==> config.mk <==
export PLATFORM = sky130hd
export DESIGN_NAME = eeb_slot_ctrl
export DESIGN_NICKNAME = d
export VERILOG_FILES = /design/src/rtl/eeb_pkg.sv /design/src/rtl/eeb_slot_ctrl.sv /design/src/rtl/eeb_sync.sv /design/src/rtl/eeb_counter.sv
export VERILOG_INCLUDE_DIRS = /design/src /design/src/rtl
export SDC_FILE = /design/constraint.sdc
export NUM_CORES = 1
export LEC_CHECK = 0
export ABC_AREA = 1
export BUFFER_PORTS_ARGS = -buffer_cell sky130_fd_sc_hd__buf_2
export CORE_UTILIZATION = 54
export DETAILED_ROUTE_END_ITERATION = 6
export PLACE_DENSITY = 0.84
export SLEW_MARGIN = 20
export SYNTH_ARGS = -nofsm -noshare
export SYNTH_HDL_FRONTEND = slang
export SYNTH_SLANG_ARGS = --single-unit
==> constraint.sdc <==
create_clock -name ref_clk -period 3.7 [get_ports ref_clk]
set_clock_uncertainty 0.15 [all_clocks]
set_input_delay 0.185 -clock ref_clk [delete_from_list [all_inputs] [get_ports ref_clk]]
set_output_delay 0.185 -clock ref_clk [all_outputs]
set_load 0.02 [all_outputs]
==> src/rtl/eeb_consts.svh <==
// timing constants of the slot controller
`ifndef EEB_CONSTS_SVH
`define EEB_CONSTS_SVH
`define EEB_CLK_PERIOD_NS 50
`define EEB_SLOW_SEL_NS 427
`define EEB_SLOW_STB_NS 240
`define EEB_FAST_SEL_NS 175
`define EEB_FAST_STB_NS 115
`define EEB_SLOW_LEAD_NS 80
`define EEB_FAST_LEAD_NS 15
`define EEB_SETUP_NS 10
`define EEB_HOLD_NS 10
`define EEB_CEIL_CYC(ns) (((ns) + `EEB_CLK_PERIOD_NS - 1) / `EEB_CLK_PERIOD_NS)
`define EEB_SLOW_STB_CYC `EEB_CEIL_CYC(`EEB_SLOW_STB_NS)
`define EEB_FAST_STB_CYC `EEB_CEIL_CYC(`EEB_FAST_STB_NS)
`define EEB_SLOW_LEAD_CYC `EEB_CEIL_CYC(`EEB_SLOW_LEAD_NS)
`define EEB_FAST_LEAD_CYC `EEB_CEIL_CYC(`EEB_FAST_LEAD_NS)
`define EEB_SLOW_SEL_CYC `EEB_CEIL_CYC(`EEB_SLOW_SEL_NS)
`define EEB_FAST_SEL_CYC `EEB_CEIL_CYC(`EEB_FAST_SEL_NS)
`define EEB_SETUP_CYC `EEB_CEIL_CYC(`EEB_SETUP_NS)
`define EEB_HOLD_CYC `EEB_CEIL_CYC(`EEB_HOLD_NS)
`endif

==> src/rtl/eeb_pkg.sv <==
// types of the slot controller
package eeb_pkg;
  typedef enum logic [1:0] {EEB_KIND_EXT, EEB_KIND_DMA} eeb_kind_t;
  typedef enum logic {EEB_SPEED_SLOW, EEB_SPEED_FAST} eeb_speed_t;
  typedef enum logic [2:0] {EEB_IDLE, EEB_SETUP, EEB_LEAD, EEB_STROBE, EEB_TRAIL, EEB_HOLD} eeb_state_t;
endpackage : eeb_pkg

==> src/rtl/eeb_slot_ctrl.sv <==
// host side controller of one expansion slot
// Overview of operation
// (RL1) byte_width_qualifier_n is low for a byte access, high for halfword or word, don't-care in DMA.
// (RL2) while the card holds ready_n low the host does not end the cycle.
// (RL3) the card asserts ready_n soon after the strobe falls and keeps it until it can finish.
// (RL4) the card requests a DMA transfer by raising transfer_request.
// (RL5) the host marks a DMA cycle in service by driving transfer_acknowledge_n low.
// (RL6) the host drives last_transfer_flag high through the final cycle of a DMA block.
// (RL7) read_not_write is high all through a read and low all through a write.
// (RL8) write_strobe_n pulses low for the data phase of every write.
// (RL9) read_strobe_n pulses low for the data phase of every read.
// (RL10) extended_space_select_n is low for the whole of each extended-space access.
// (RL11) the upper sixteen data lines are driven except during DMA reads and extended reads.
// (RL12) the card drives the upper data lines only during extended and DMA reads.
// (RL13) slow cycles keep select 427 ns and strobe 240 ns, fast ones 175 ns and 115 ns at least.
// (RL14) address and width qualifier are stable before select falls until after it rises.
// (RL15) the card should resample bus signals on its own clock.
// (RL16) DMA signals exist only on slots zero and one.
// (RL17) after ready_n rises the strobe rises first, then the select.
`timescale 1ns/1ps
`default_nettype none
`include "eeb_consts.svh"
module eeb_slot_ctrl #(
  parameter int SLOT = 0
) (
  input wire logic ref_clk, // 20 MHz system clock
  input wire logic rstn, // synchronous reset, active low
  input wire logic req_valid, // user access request
  output logic req_ready, // controller idle, request taken
  input wire logic req_dma, // 1 = DMA cycle, 0 = extended space
  input wire logic req_read, // 1 = read
  input wire logic req_byte, // 1 = byte access
  input wire logic req_fast, // 1 = fast cycle type
  input wire logic req_last, // last DMA cycle of block
  input wire logic [23:0] req_addr, // access address
  input wire logic [31:0] req_wdata, // write data
  output logic rsp_valid, // one-cycle completion pulse
  output logic [31:0] rsp_rdata, // read data
  output logic dma_pending, // synchronised DMA request
  output logic [23:0] latched_address, // slot address
  output logic byte_width_qualifier_n, // low for byte access
  input wire logic [31:0] buffered_data_i, // data lines in
  output logic [31:0] buffered_data_o, // data lines out
  output logic [1:0] buffered_data_oe, // drive enable low / high halves
  output logic read_not_write, // direction
  output logic write_strobe_n, // write strobe
  output logic read_strobe_n, // read strobe
  output logic extended_space_select_n, // extended select
  input wire logic ready_n, // card wait line
  input wire logic transfer_request, // card DMA request
  output logic transfer_acknowledge_n, // DMA acknowledge
  output logic last_transfer_flag, // terminal count
  output logic host_system_clock // reference clock out, 1/2 rate
);
  import eeb_pkg::*;
  localparam logic DMA_OK = (SLOT == 0) || (SLOT == 1); // [RL16]
  // refuse slot numbers beyond the eight a backplane carries
  if (SLOT < 0 || SLOT > 7) begin : g_slot_check
    $error("eeb_slot_ctrl: SLOT out of range");
  end
  localparam logic [3:0] SLOW_STB = 4'(`EEB_SLOW_STB_CYC);
  localparam logic [3:0] FAST_STB = 4'(`EEB_FAST_STB_CYC);
  localparam logic [3:0] SLOW_LEAD = 4'(`EEB_SLOW_LEAD_CYC);
  localparam logic [3:0] FAST_LEAD = 4'(`EEB_FAST_LEAD_CYC);
  localparam logic [3:0] SLOW_SEL = 4'(`EEB_SLOW_SEL_CYC);
  localparam logic [3:0] FAST_SEL = 4'(`EEB_FAST_SEL_CYC);
  localparam logic [3:0] SETUP = 4'(`EEB_SETUP_CYC);
  localparam logic [3:0] HOLD = 4'(`EEB_HOLD_CYC);

  eeb_state_t state_q, state_d;
  eeb_kind_t kind_q;
  eeb_speed_t speed_q;
  logic read_q, last_q;
  logic [3:0] sel_cnt_q;
  logic ready_n_s, treq_s, cnt_done, cnt_load;
  logic [3:0] cnt_value;
  logic sel_n_q, wr_n_q, rd_n_q, ack_n_q, tc_q, clk_q, rsp_q;
  logic [1:0] oe_q;
  logic [23:0] addr_q;
  logic bw_n_q, rnw_q;
  logic [31:0] wdata_q, rdata_q;
  logic [31:0] data_s;
  logic ready_q;

  // pin inputs crossed into ref_clk
  eeb_sync #(.W(2), .INIT(2'b01)) u_sync (
    .ref_clk(ref_clk),
    .rstn(rstn),
    .d({transfer_request, ready_n}),
    .q({treq_s, ready_n_s})
  );

  // data lines crossed as well; the two-cycle lag matches the lag of the
  // wait line, so data seen with the wait released is data of the same moment
  eeb_sync #(.W(32), .INIT(32'h0)) u_data_sync (
    .ref_clk(ref_clk),
    .rstn(rstn),
    .d(buffered_data_i),
    .q(data_s)
  );

  // phase timer
  eeb_counter #(.W(4)) u_cnt (
    .ref_clk(ref_clk),
    .rstn(rstn),
    .load(cnt_load),
    .value(cnt_value),
    .done(cnt_done)
  );

  function automatic logic [3:0] pick(input eeb_speed_t sp, input logic [3:0] s, input logic [3:0] f);
    pick = (sp == EEB_SPEED_FAST) ? f : s;
  endfunction : pick

  // request acceptance and sequencing decode
  wire logic take = (state_q == EEB_IDLE) && req_valid && (!req_dma || DMA_OK);
  wire logic stb_min_met = cnt_done;
  wire logic sel_min_met = (sel_cnt_q >= pick(speed_q, SLOW_SEL, FAST_SEL)) ; // [RL13]
  wire logic can_release = stb_min_met && ready_n_s; // [RL2] [RL17]
  wire logic leaving = (state_q == EEB_STROBE) && can_release;
  wire logic [3:0] lead_cyc = pick(speed_q, SLOW_LEAD, FAST_LEAD);
  wire logic [3:0] stb_cyc = pick(speed_q, SLOW_STB, FAST_STB) - 4'd1;
  wire logic [3:0] trail_cyc = lead_cyc;
  assign cnt_load = (state_q != state_d);
  assign cnt_value = (state_d == EEB_SETUP) ? SETUP - 4'd1 :
                     (state_d == EEB_LEAD) ? lead_cyc - 4'd1 :
                     (state_d == EEB_STROBE) ? stb_cyc :
                     (state_d == EEB_TRAIL) ? trail_cyc - 4'd1 :
                     (state_d == EEB_HOLD) ? HOLD - 4'd1 : 4'd0;

  // next state
  always_comb begin
    state_d = state_q;
    case (state_q)
      EEB_IDLE: if (take) state_d = EEB_SETUP;
      EEB_SETUP: if (cnt_done) state_d = EEB_LEAD;
      EEB_LEAD: if (cnt_done) state_d = EEB_STROBE;
      EEB_STROBE: if (can_release) state_d = EEB_TRAIL;
      EEB_TRAIL: if (cnt_done && sel_min_met) state_d = EEB_HOLD;
      EEB_HOLD: if (cnt_done) state_d = EEB_IDLE;
      default: state_d = EEB_IDLE;
    endcase
  end

  // state and request capture
  always_ff @(posedge ref_clk) begin
    if (!rstn) begin
      state_q <= EEB_IDLE;
      kind_q <= EEB_KIND_EXT;
      speed_q <= EEB_SPEED_SLOW;
      read_q <= 1'b0;
      last_q <= 1'b0;
      wdata_q <= 32'h0;
    end else begin
      state_q <= state_d;
      if (take) begin
        kind_q <= req_dma ? EEB_KIND_DMA : EEB_KIND_EXT;
        speed_q <= req_fast ? EEB_SPEED_FAST : EEB_SPEED_SLOW;
        read_q <= req_read;
        last_q <= req_dma && req_last;
        wdata_q <= req_wdata;
      end
    end
  end

  // select-active cycle count for minimum width
  always_ff @(posedge ref_clk) begin
    if (!rstn) sel_cnt_q <= 4'h0;
    else if (state_q == EEB_LEAD || state_q == EEB_STROBE || state_q == EEB_TRAIL) begin
      if (sel_cnt_q != 4'hf) sel_cnt_q <= sel_cnt_q + 4'h1;
    end else sel_cnt_q <= 4'h0;
  end

  // address, width and direction held from setup through hold
  always_ff @(posedge ref_clk) begin
    if (!rstn) begin
      addr_q <= 24'h0;
      bw_n_q <= 1'b1;
      rnw_q <= 1'b1;
    end else if (take) begin
      addr_q <= req_addr; // [RL14]
      bw_n_q <= req_dma ? 1'b1 : !req_byte; // [RL1]
      rnw_q <= req_read; // [RL7]
    end
  end

  // strobes, select and DMA outputs
  wire logic active = (state_d == EEB_LEAD) || (state_d == EEB_STROBE) || (state_d == EEB_TRAIL);
  wire logic dma_cyc = (kind_q == EEB_KIND_DMA);
  always_ff @(posedge ref_clk) begin
    if (!rstn) begin
      sel_n_q <= 1'b1;
      ack_n_q <= 1'b1;
      tc_q <= 1'b0;
      wr_n_q <= 1'b1;
      rd_n_q <= 1'b1;
    end else begin
      sel_n_q <= !(active && !dma_cyc); // [RL10]
      ack_n_q <= !(active && dma_cyc && DMA_OK); // [RL5] [RL16]
      tc_q <= active && dma_cyc && last_q && DMA_OK; // [RL6]
      wr_n_q <= !(state_d == EEB_STROBE && !read_q); // [RL8]
      rd_n_q <= !(state_d == EEB_STROBE && read_q); // [RL9]
    end
  end

  // data lines: upper half released on reads of either kind
  wire logic busy_d = (state_d != EEB_IDLE);
  always_ff @(posedge ref_clk) begin
    if (!rstn) oe_q <= 2'b10;
    else begin
      oe_q[1] <= !(busy_d && read_q); // [RL11]
      oe_q[0] <= busy_d && !read_q;
    end
  end

  // capture read data as the strobe rises, completion pulse
  always_ff @(posedge ref_clk) begin
    if (!rstn) begin
      rdata_q <= 32'h0;
      rsp_q <= 1'b0;
    end else begin
      if (leaving && read_q) rdata_q <= data_s;
      rsp_q <= (state_q == EEB_HOLD) && cnt_done;
    end
  end

  // idle flag registered so that the request handshake comes from a flip-flop
  always_ff @(posedge ref_clk) begin
    if (!rstn) ready_q <= 1'b1;
    else ready_q <= (state_d == EEB_IDLE);
  end

  // reference clock out at half the system rate
  always_ff @(posedge ref_clk) begin
    if (!rstn) clk_q <= 1'b0;
    else clk_q <= !clk_q;
  end

  assign req_ready = ready_q;
  assign rsp_valid = rsp_q;
  assign rsp_rdata = rdata_q;
  assign dma_pending = treq_s && DMA_OK; // [RL4]
  assign latched_address = addr_q;
  assign byte_width_qualifier_n = bw_n_q;
  assign read_not_write = rnw_q;
  assign buffered_data_o = wdata_q;
  assign buffered_data_oe = oe_q;
  assign write_strobe_n = wr_n_q;
  assign read_strobe_n = rd_n_q;
  assign extended_space_select_n = sel_n_q;
  assign transfer_acknowledge_n = ack_n_q;
  assign last_transfer_flag = tc_q;
  assign host_system_clock = clk_q;

  // checks
  wire logic slot_on = !sel_n_q || !ack_n_q; // select or acknowledge out
  sel_strobe_order_a: assert property (@(posedge ref_clk) disable iff (!rstn)
    $rose(extended_space_select_n) |-> $past(read_strobe_n) && $past(write_strobe_n)) // [RL17]
    else $error("select released while strobe active");
  wait_holds_a: assert property (@(posedge ref_clk) disable iff (!rstn)
    (state_q == EEB_STROBE && !ready_n_s) |=> (state_q == EEB_STROBE)) // [RL2]
    else $error("cycle ended during wait");
  strobe_width_a: assert property (@(posedge ref_clk) disable iff (!rstn)
    $fell(read_strobe_n) && speed_q == EEB_SPEED_SLOW |-> !read_strobe_n [*5]) // [RL13]
    else $error("slow strobe too short");
  sel_width_a: assert property (@(posedge ref_clk) disable iff (!rstn)
    $fell(extended_space_select_n) && speed_q == EEB_SPEED_FAST |-> !extended_space_select_n [*4]) // [RL13]
    else $error("fast select too short");
  addr_stable_a: assert property (@(posedge ref_clk) disable iff (!rstn)
    !extended_space_select_n || $rose(extended_space_select_n) |-> $stable(latched_address)) // [RL14]
    else $error("address changed under select");
  dir_stable_a: assert property (@(posedge ref_clk) disable iff (!rstn)
    (!read_strobe_n || !write_strobe_n) |-> $stable(read_not_write) && (read_not_write == !read_strobe_n)) // [RL7]
    else $error("direction wrong during strobe");
  upper_release_a: assert property (@(posedge ref_clk) disable iff (!rstn)
    !read_strobe_n |-> !buffered_data_oe[1]) // [RL11]
    else $error("upper data driven during read");
  dma_slot_a: assert property (@(posedge ref_clk) disable iff (!rstn)
    !DMA_OK |-> transfer_acknowledge_n && !last_transfer_flag) // [RL16]
    else $error("DMA signals on unsupported slot");
  tc_with_ack_a: assert property (@(posedge ref_clk) disable iff (!rstn)
    last_transfer_flag |-> !transfer_acknowledge_n) // [RL6]
    else $error("terminal count outside acknowledge");
  byte_qual_a: assert property (@(posedge ref_clk) disable iff (!rstn)
    take && !req_dma |=> byte_width_qualifier_n == !$past(req_byte)) // [RL1]
    else $error("width qualifier wrong");
  ack_sel_excl_a: assert property (@(posedge ref_clk) disable iff (!rstn) // [RL5]
    !transfer_acknowledge_n |-> extended_space_select_n)
    else $error("acknowledge and select low together");
  fast_wstb_width_a: assert property (@(posedge ref_clk) disable iff (!rstn) // [RL13]
    $fell(write_strobe_n) && speed_q == EEB_SPEED_FAST |-> !write_strobe_n [*3])
    else $error("fast strobe too short");
  slow_sel_width_a: assert property (@(posedge ref_clk) disable iff (!rstn) // [RL13]
    $fell(extended_space_select_n) && speed_q == EEB_SPEED_SLOW |-> !extended_space_select_n [*8] ##1 !extended_space_select_n)
    else $error("slow select too short");
  strobe_in_slot_a: assert property (@(posedge ref_clk) disable iff (!rstn) // [RL10]
    (!read_strobe_n || !write_strobe_n) |-> slot_on)
    else $error("strobe outside select or acknowledge");
  slow_lead_a: assert property (@(posedge ref_clk) disable iff (!rstn) // [RL10]
    ($fell(read_strobe_n) || $fell(write_strobe_n)) && speed_q == EEB_SPEED_SLOW |-> $past(slot_on, 2))
    else $error("slow strobe fell too soon");
  upper_idle_a: assert property (@(posedge ref_clk) disable iff (!rstn) // [RL11]
    req_ready |-> buffered_data_oe[1])
    else $error("upper data released while idle");
  strobe_excl_a: assert property (@(posedge ref_clk) disable iff (!rstn) // [RL9]
    !read_strobe_n |-> write_strobe_n)
    else $error("both strobes low");
endmodule : eeb_slot_ctrl
`default_nettype wire

==> src/rtl/eeb_sync.sv <==
// two flip-flop synchroniser for pin inputs
`timescale 1ns/1ps
`default_nettype none
module eeb_sync #(
  parameter int W = 1,
  parameter logic [W-1:0] INIT = '0
) (
  input wire logic ref_clk, // system clock
  input wire logic rstn, // synchronous reset, active low
  input wire logic [W-1:0] d, // asynchronous input
  output logic [W-1:0] q // synchronised output
);
  logic [W-1:0] meta_q;
  // refuse an empty synchroniser
  if (W < 1) begin : g_w_check
    $error("eeb_sync: W must be at least 1");
  end
  // first stage feeds only the second
  always_ff @(posedge ref_clk) begin
    if (!rstn) begin
      meta_q <= INIT;
      q <= INIT;
    end else begin
      meta_q <= d;
      q <= meta_q;
    end
  end
endmodule : eeb_sync
`default_nettype wire

==> src/rtl/eeb_counter.sv <==
// loadable down counter that flags zero
`timescale 1ns/1ps
`default_nettype none
module eeb_counter #(
  parameter int W = 4
) (
  input wire logic ref_clk, // system clock
  input wire logic rstn, // synchronous reset, active low
  input wire logic load, // load pulse
  input wire logic [W-1:0] value, // cycles to count
  output logic done // high when count reached zero
);
  logic [W-1:0] cnt_q;
  // refuse a counter too narrow to hold any count
  if (W < 1) begin : g_w_check
    $error("eeb_counter: W must be at least 1");
  end
  // count down after a load
  always_ff @(posedge ref_clk) begin
    if (!rstn) cnt_q <= '0;
    else if (load) cnt_q <= value;
    else if (cnt_q != '0) cnt_q <= cnt_q - 1'b1;
  end
  // zero flag from the register alone: the loader decides on it, so no path back
  assign done = (cnt_q == '0);
endmodule : eeb_counter
`default_nettype wire

After elaboration in Yosys (flattened, before gate mapping). Index checks and enable logic that the tools add are counted.

Bits in registers: 184. Bits in latches: 0. RAM bits: 0. Bits in read-only memories: 0. Bits of input ports: 98. Output and inout bits: 101. Word-level logic and storage cells: 95. Memories: 0.

$add $sub $neg: 4. Multipliers: 0. Div/mod/pow operators: 0. Magnitude comparators: 1. Equal/unequal tests: 12. Shift-type cells: 0. Mux-type cells: 19. Bitwise operators: 0. Reductions and logical operators: 34.

Operator list (number): $mux 4 (7); $mux 3 (7); $pmux 3 s6 (1); $logic_and 1x1->1 (14); $eq 3x2->1 const B (4); $eq 3x3->1 const B (3); $logic_not 1->1 (9); $eq 3x1->1 const B (2); $logic_not 3->1 (2); $add 4x1->4 const B (1); $ge 4x4->1 (1); $logic_not 4->1 (1); $logic_or 1x1->1 (4); $ne 4x4->1 const B (1); $reduce_bool 4->1 (1); $sub 3x1->4 const B (1); $sub 4x1->4 const B (1); $mux 1 (3); $ne 3x3->1 (1); $reduce_bool 3->1 (1); $sub 2x1->3 const B (1); $eq 2x1->1 const B (1); $mux 2 (1); $reduce_and 2->1 (1); $reduce_bool 2->1 (1).

Depth between registers and ports, before layout. Gate-level depths: netlist of run 1.

Depth in word-level cells: 11. Gate-level depth with buffers: 15. Mapped depth without buffers: 15.

Cells and area by module. From an unflattened synthesis of run 1, not the netlist that was laid out.

Cells, all modules: 768. Area total of the unflattened synthesis: 6321.1 um^2.

By module, submodules not included: eeb_slot_ctrl (instances 1, cells each 517, area each 4122.7 um^2, sequential area each 2222.1 um^2); eeb_sync (u_data_sync) (instances 1, cells each 199, area each 1840.5 um^2, sequential area each 1281.2 um^2); eeb_counter (instances 1, cells each 40, area each 247.7 um^2, sequential area each 80.1 um^2); eeb_sync (u_sync) (instances 1, cells each 12, area each 110.1 um^2, sequential area each 80.1 um^2).

Worst setup path after synthesis of run 1. No wires, ideal clock.

Path kind: register to register. Start point: reg speed_q. End point: reg u_cnt.cnt_q[2]. Library setup time: 0.117 ns. Data arrival time: 1.473 ns. Data required time: 3.433 ns. Slack: 1.960 ns. Cell stages (with the launch flop): 15. Path buffers: 0. Period minus slack after synthesis: 1.740 ns. Cell sequence: dfxtp_1 > inv_1 > ha_1 > inv_1 > nand3_1 > nand2_1 > nand2_1 > nand2_1 > nand2_1 > nand2_1 > nand2_1 > nand2_1 > nand2_2 > o21ai_0 > nor2_1.

Word-level cells in the longest chain between the ends: 11. Elaborated cells on any way between the ends: 20. Those cells by class: 2 x add/sub; 1 x order compare; 5 x eq/ne; 10 x mux; 2 x reduce/logical.

Ends and longest elaborated chain: from (decl) (line eeb_slot_ctrl.sv:72) `eeb_speed_t speed_q;`; from (signal assigned) (line eeb_slot_ctrl.sv:158) `speed_q <= req_fast ? EEB_SPEED_FAST : EEB_SPEED_SLOW;`; $mux 4 (line eeb_slot_ctrl.sv:112) `pick = (sp == EEB_SPEED_FAST) ? f : s;`; $ge 4x4->1 (line eeb_slot_ctrl.sv:118) `wire logic sel_min_met = (sel_cnt_q >= pick(speed_q, SLOW_SEL, FAST_SEL)) ;`; $logic_and 1x1->1 (line eeb_slot_ctrl.sv:139) `EEB_TRAIL: if (cnt_done && sel_min_met) state_d = EEB_HOLD;`; $mux 3 (line eeb_slot_ctrl.sv:139); $pmux 3 s6 (line eeb_slot_ctrl.sv:134) `case (state_q)`; $eq 3x3->1 (line eeb_slot_ctrl.sv:128) `(state_d == EEB_TRAIL) ? trail_cyc - 4'd1 :`; $mux 4 (line eeb_slot_ctrl.sv:128); $mux 4 (line eeb_slot_ctrl.sv:127) `(state_d == EEB_STROBE) ? stb_cyc :`; $mux 4 (line eeb_slot_ctrl.sv:126) `(state_d == EEB_LEAD) ? lead_cyc - 4'd1 :`; $mux 4 (line eeb_slot_ctrl.sv:125) `assign cnt_value = (state_d == EEB_SETUP) ? SETUP - 4'd1 :`; $mux 4 (line eeb_counter.sv:21) `else if (load) cnt_q <= value;`; to (signal assigned) (line eeb_counter.sv:21); to (signal assigned) (line eeb_counter.sv:22) `else if (cnt_q != '0) cnt_q <= cnt_q - 1'b1;`; to (decl) (line eeb_counter.sv:13) `logic [W-1:0] cnt_q;`.

Parallel ways exist; a longest one is shown, timed or not. A chain may end at the register's enable or synchronous reset.

Worst setup path after layout of run 1.
Start point: reg u_cnt.cnt_q[0]. End point: reg rdata_q[3] (netlist: rsp_rdata[3]).

Word-level cells in the longest chain between the ends: 4.

Ends and longest elaborated chain: $logic_not 4->1 (line eeb_counter.sv:25) `assign done = (cnt_q == '0);`; $logic_and 1x1->1 (line eeb_slot_ctrl.sv:119) `wire logic can_release = stb_min_met && ready_n_s;`; $logic_and 1x1->1 (line eeb_slot_ctrl.sv:120) `wire logic leaving = (state_q == EEB_STROBE) && can_release;`; $logic_and 1x1->1 (line eeb_slot_ctrl.sv:222) `if (leaving && read_q) rdata_q <= data_s;`; to (signal assigned) (line eeb_slot_ctrl.sv:222); to (decl) (line eeb_slot_ctrl.sv:81) `logic [31:0] wdata_q, rdata_q;`.

Every way passes these cells.

==> results of run 1 <==
## synthesized netlist by cell type
master / count
nand2_2: 2
nor3_2: 1
a31oi_1: 1
buf_2: 14
buf_1: 1
inv_1: 87
o21bai_1: 1
ha_1: 5
nor2_4: 2
xnor2_1: 1
or2_2: 4
nand3_1: 14
nand3_2: 2
xor2_1: 3
nand4_1: 4
o31ai_1: 2
nand3b_1: 1
nor4_1: 1
nor2_1: 187
clkbuf_1: 23
o211ai_1: 2
clkinv_1: 1
a21oi_2: 1
nand2_1: 98
o21ai_1: 4
dfxtp_1: 183
a211oi_1: 1
inv_2: 2
o21ai_0: 91
a21oi_1: 9
nor2_2: 3
## kinds of logic after synthesis
family,Yosys count,synth area share
compound gates,112,0.0948
xor+xnor,4,0.00572
fa+ha+maj,5,0.0102
buf+inv,128,0.0813
flops,183,0.598
simple gates,319,0.210
## registers in the layout, indices dropped and copies added (netlist names), 2 cells and up
name and cells:
buffered_data_o 32, rsp_rdata 32, u_data_sync.meta_q 32, u_data_sync.q 32
latched_address 24, sel_cnt_q 4, u_cnt.cnt_q 4, state_q 3
buffered_data_oe 2, u_sync.meta_q 2, u_sync.q 2
## metal layers
| metal | up-vias | track usage | wire [um] |
|---|---|---|---|
| li1 | 2874 | - | - |
| met1 | 2732 | 0.303 | 6670 |
| met2 | 256 | 0.566 | 9360 |
| met3 | 66 | 0.0922 | 1180 |
| met4 | 0 | 0.189 | 792 |
| met5 | - | 0 | 0 |
## through the flow
stage / instances / util / hold WS [ps] / setup slack [ps] / total power (uW)
after floorplan: 751 / - / 133 / 1960 / 3260
after global placement: 1056 / 0.656 / 216 / 1340 / 3600
after detailed placement: 1056 / 0.656 / 219 / 1260 / 3620
after CTS: 1183 / 0.799 / 73.4 / 1200 / 5520
after global routing: 1183 / 0.799 / 123 / 982 / 5870
final: 1184 / 0.799 / 95.3 / 1240 / 5580
## final cells by class
type	count	area, um2
Antenna cell	1	2.50
Clock buffer	18	429
Clock inverter	13	169
Fill cell	652	2200
Inverter	90	338
Multi-Input combinational cell	440	1970
Sequential cell	183	3660
Tap cell	140	175
Timing Repair Buffer	299	1990
## report_power, final
group	internal, uW	switching, uW
Combinational	485	911
Clock	1070	760
Sequential	2220	138
Total	3770	1810
## worst max path at each step
stage	start	end	cells after the start
after floorplan	speed_q	u_cnt.cnt_q[2]	14
after global placement	u_cnt.cnt_q[0]	rsp_rdata[5]	9
after detailed placement	u_cnt.cnt_q[0]	rsp_rdata[5]	9
after CTS	u_cnt.cnt_q[0]	rsp_rdata[3]	9
after global routing	u_cnt.cnt_q[0]	rsp_rdata[18]	9
final	u_cnt.cnt_q[0]	rsp_rdata[3]	9
==> impl_metrics.ini, run 1 <==
[run_status]
outcome = completed

[detailed_routing]
drt-initial-drc-count = 503
drtPass1Iterations = 5
drc = 0
routed_wl_mm = 18.0
ant_nets = 0
detail_route.wl_per_cell_um = 15.2
viasPerCell = 5.01
vias = 5928

[logic_synthesis]
synth_fp_nets = 854
synth.distinct_cells = 31
syn_inst = 751
synth.yosys.seq_area_share = 0.598
ys.warnings.count = 0
synthTopCellsByArea = dfxtp_1, nor2_1, o21ai_0
synth_top_area_frac = 0.598
synth.avg_cell_area_um2 = 8.16
syn_area_um2 = 6130
synth_area_leader_cell = dfxtp_1
synth-seq-cells = 183

[clocking]
cts_setup_buffers = 0
cts_max_path_buffers = 2
cts_made_buffers = 17
clkSinkCount = 183
cts_htree_levels = 4
clk_latency_ps = 420
path_clk_slew_ps = 70
cts_tree = done
cts_resized = 0
hold_buffers = 96
cts_root_buf = clkbuf_16

[layout]
final_cell_mix = buf_2, nor2_1, dfxtp_1, nand2_1, dlygate4sd3_1
final_common_cell = buf_2
area_delta_synth_final_pct = 42.6
drive_above_1_share = 0.241
stdcell_area_um2 = 8740
nets = 1134

[worst_setup_path]
critical_path.top_delay_family = simple AND/OR/NAND/NOR gates
crit_arrival_ps = 2630
r2r_end = rsp_rdata[3]
rr_startpoint = u_cnt.cnt_q[0]
critPathLaunchType = flip-flop
cp_cell_sequence = inv_1 > ha_1 > nand2_2 > nor2_4 > nand3_2 > nor2_2 > inv_2 > nor2_1 > nor2_1
critPathKind = flip-flop to flip-flop
endpoint_kind = flip-flop
r2r_slack_ps = 1240
cpPeakStageDelay_ps = 490
path_common_cell = nor2_1
crit_path_max_fanout = 32
critPathSlowestCell = nor2_2
critical_path_required_ps = 3860
crit_buf_inv = 2
reg2regPathDepth = 9

[floorplanning]
fp.dieW_um = 109
coreArea_um2 = 10900
rows = 38
start_util = 0.560
die_h_um = 109
dieArea_um2 = 11800
ios = 199

[place]
gp_congestion = 0.868
portBuffers = 198
dpl_cell_area_um2 = 7180
dp_hpwl_mm = 8.88

[sta]
setup_viol = 0
period_share = 0.666
post-route-min-period_ps = 2460
relSlewSlack = 0.591
tightest_slew_ps = 614
hold_viol_final = 0
rsz0062_at_grt = no
clock.fmax_ghz = 0.406
finalSetupTns_ps = 0
slew_violations = 0

[job]
maxCapViolCount = 0

[global_route]
grtUsageTotal = 0.309
grt_pass1_vias = 5830
overflow = 0
antenna_found_initial = 0
grt_pass1_wl_mm = 27.5
grt_max_degree = 64

[worst_hold_path]
whs_endpoint = read_strobe_n
hold_path_depth = 2
min_path_type = input port to flip-flop
hold_start = rstn

[power]
p_leak_uw = 0.00467
ir_worst_vdd_v = 0.000459
powerDensity_nw_per_um2 = 639
Power figures use the tool's default switching activity.
==> run 2: changes to the inputs <==
Settings changed: CORE_UTILIZATION 54 to 50, PLACE_DENSITY 0.84 to 0.79.
Clock period 3.7 ns to 2.4 ns, I/O delays scaled along.
==> impl_metrics.ini, run 2 (synthesis results as in run 1) <==
[run_status]
outcome = completed

[layout]
area_delta_synth_final_pct = 42.4
nets = 1134
fillers = 853
stdcell_area_um2 = 8720
antenna_cells = 0
drive_above_1_share = 0.240
final_cell_mix = buf_2, nor2_1, dfxtp_1, nand2_1, dlygate4sd3_1
final_common_cell = buf_2

[floorplanning]
rows = 40
ios = 199
dieArea_um2 = 12700
fp.dieW_um = 113
start_util = 0.512
die_h_um = 113
coreArea_um2 = 12000

[place]
gp_congestion = 0.787
dpl_cell_area_um2 = 7210
dp_hpwl_mm = 8.84
portBuffers = 198

[clocking]
path_clk_slew_ps = 60
cts_htree_levels = 4
cts_setup_buffers = 0
cts_max_path_buffers = 2
cts_tree = done
cts_made_buffers = 17
clkSinkCount = 183
clk_latency_ps = 420
cts_root_buf = clkbuf_16
cts_resized = 0

[sta]
tightest_slew_ps = 553
post-route-min-period_ps = 2080
relSlewSlack = 0.628
rsz0062_at_grt = no
whs_ps = 213
hold_viol_final = 0
clock.fmax_ghz = 0.480
setup_viol = 0
period_share = 0.868
slew_violations = 0
finalSetupTns_ps = 0

[worst_setup_path]
reg2regPathDepth = 7
crit_path_max_fanout = 64
critical_path_required_ps = 2560
critPathKind = flip-flop to flip-flop
rr_startpoint = state_q[2]
r2r_end = latched_address[0]
cpPeakStageDelay_ps = 440
critPathLaunchType = flip-flop
path_common_cell = nor2_1
critPathSlowestCell = buf_4
cp_cell_sequence = inv_1 > nand3_2 > buf_4 > clkinv_1 > buf_12 > nor2_1 > nor2_1
endpoint_kind = flip-flop
startpoint = state_q[2]
crit_arrival_ps = 2240
r2r_slack_ps = 320

[worst_hold_path]
hold_path_depth = 7
whs_endpoint = extended_space_select_n
hold_start = req_valid
min_path_type = input port to flip-flop

[global_route]
grt_pass1_vias = 5732
busiest_layer = met2
overflow = 0
grt.met2_usage = 0.468
grt_pass1_wl_mm = 26.2
grtUsageMet1 = 0.279
grt_max_degree = 107
gr-usage-met3 = 0.0771
antenna_found_initial = 0
grtUsageTotal = 0.262

[power]
powerDensity_nw_per_um2 = 959
ir_worst_vdd_v = 0.000509
p_total_uw = 8370
p_leak_uw = 0.00466

[detailed_routing]
viasPerCell = 4.86
drtPass1Iterations = 7
ant_nets = 0
detail_route.wl_per_cell_um = 13.5
drc = 0
drt-initial-drc-count = 482
routed_wl_mm = 16.0
vias = 5776

[job]
maxCapViolCount = 0
[run 2: critical path, delay by kind of cell, from the launching register on]
kind / cells / cell delay (ps)
buf+inv: 4 / 1030
flops: 1 / 380
simple gates: 3 / 380
[run 2: layout make-up]
type | count | area, um2 | area share
clock inverters | 10 | 95.1 | 0.0109
well taps | 147 | 184 | 0.0211
flip-flops and latches | 183 | 3660 | 0.420
inverters | 90 | 338 | 0.0387
repair buffers | 299 | 2020 | 0.231
clock buffers | 20 | 457 | 0.0523
multi-input cells | 440 | 1970 | 0.226
[run 2: layer usage]
metal | share of wire | routed length [um] | vias up
met1 | 0.39 | 6190 | 2642
met4 | 0.040 | 638 | 0
li1 | - | - | 2861
met5 | 0 | 0 | -
met2 | 0.50 | 8070 | 223
met3 | 0.071 | 1140 | 50
[run 2: repair_timing]
item	4_1_cts	5_1_grt
hold endpoints to repair	101	0
endpoints found under the setup margin	0	0
hold buffers	96	0
[run 2: how the worst max path moves through the flow]
| stage | slack [ps] | endpoint |
|---|---|---|
| after floorplan | 660 | u_cnt.cnt_q[2] |
| after global placement | 460 | read_not_write |
| after detailed placement | 420 | read_q |
| after CTS | 410 | read_not_write |
| after global routing | 140 | latched_address[0] |
| final | 320 | latched_address[0] |
[run 2: report_power, final]
part	internal [uW]	leakage [uW]	switching [uW]
clock network	1480	0.000274	1130
logic	762	0.00288	1380
registers	3420	0.00151	197
total	5660	0.00466	2710
[run 2: through the flow]
stage	cells	utilization	setup WS, ps
2_1_floorplan	751	-	660
3_3_place_gp	1063	0.603	461
3_5_place_dp	1063	0.603	422
4_1_cts	1189	0.729	412
5_1_grt	1189	0.729	136
6_report	1189	0.729	317
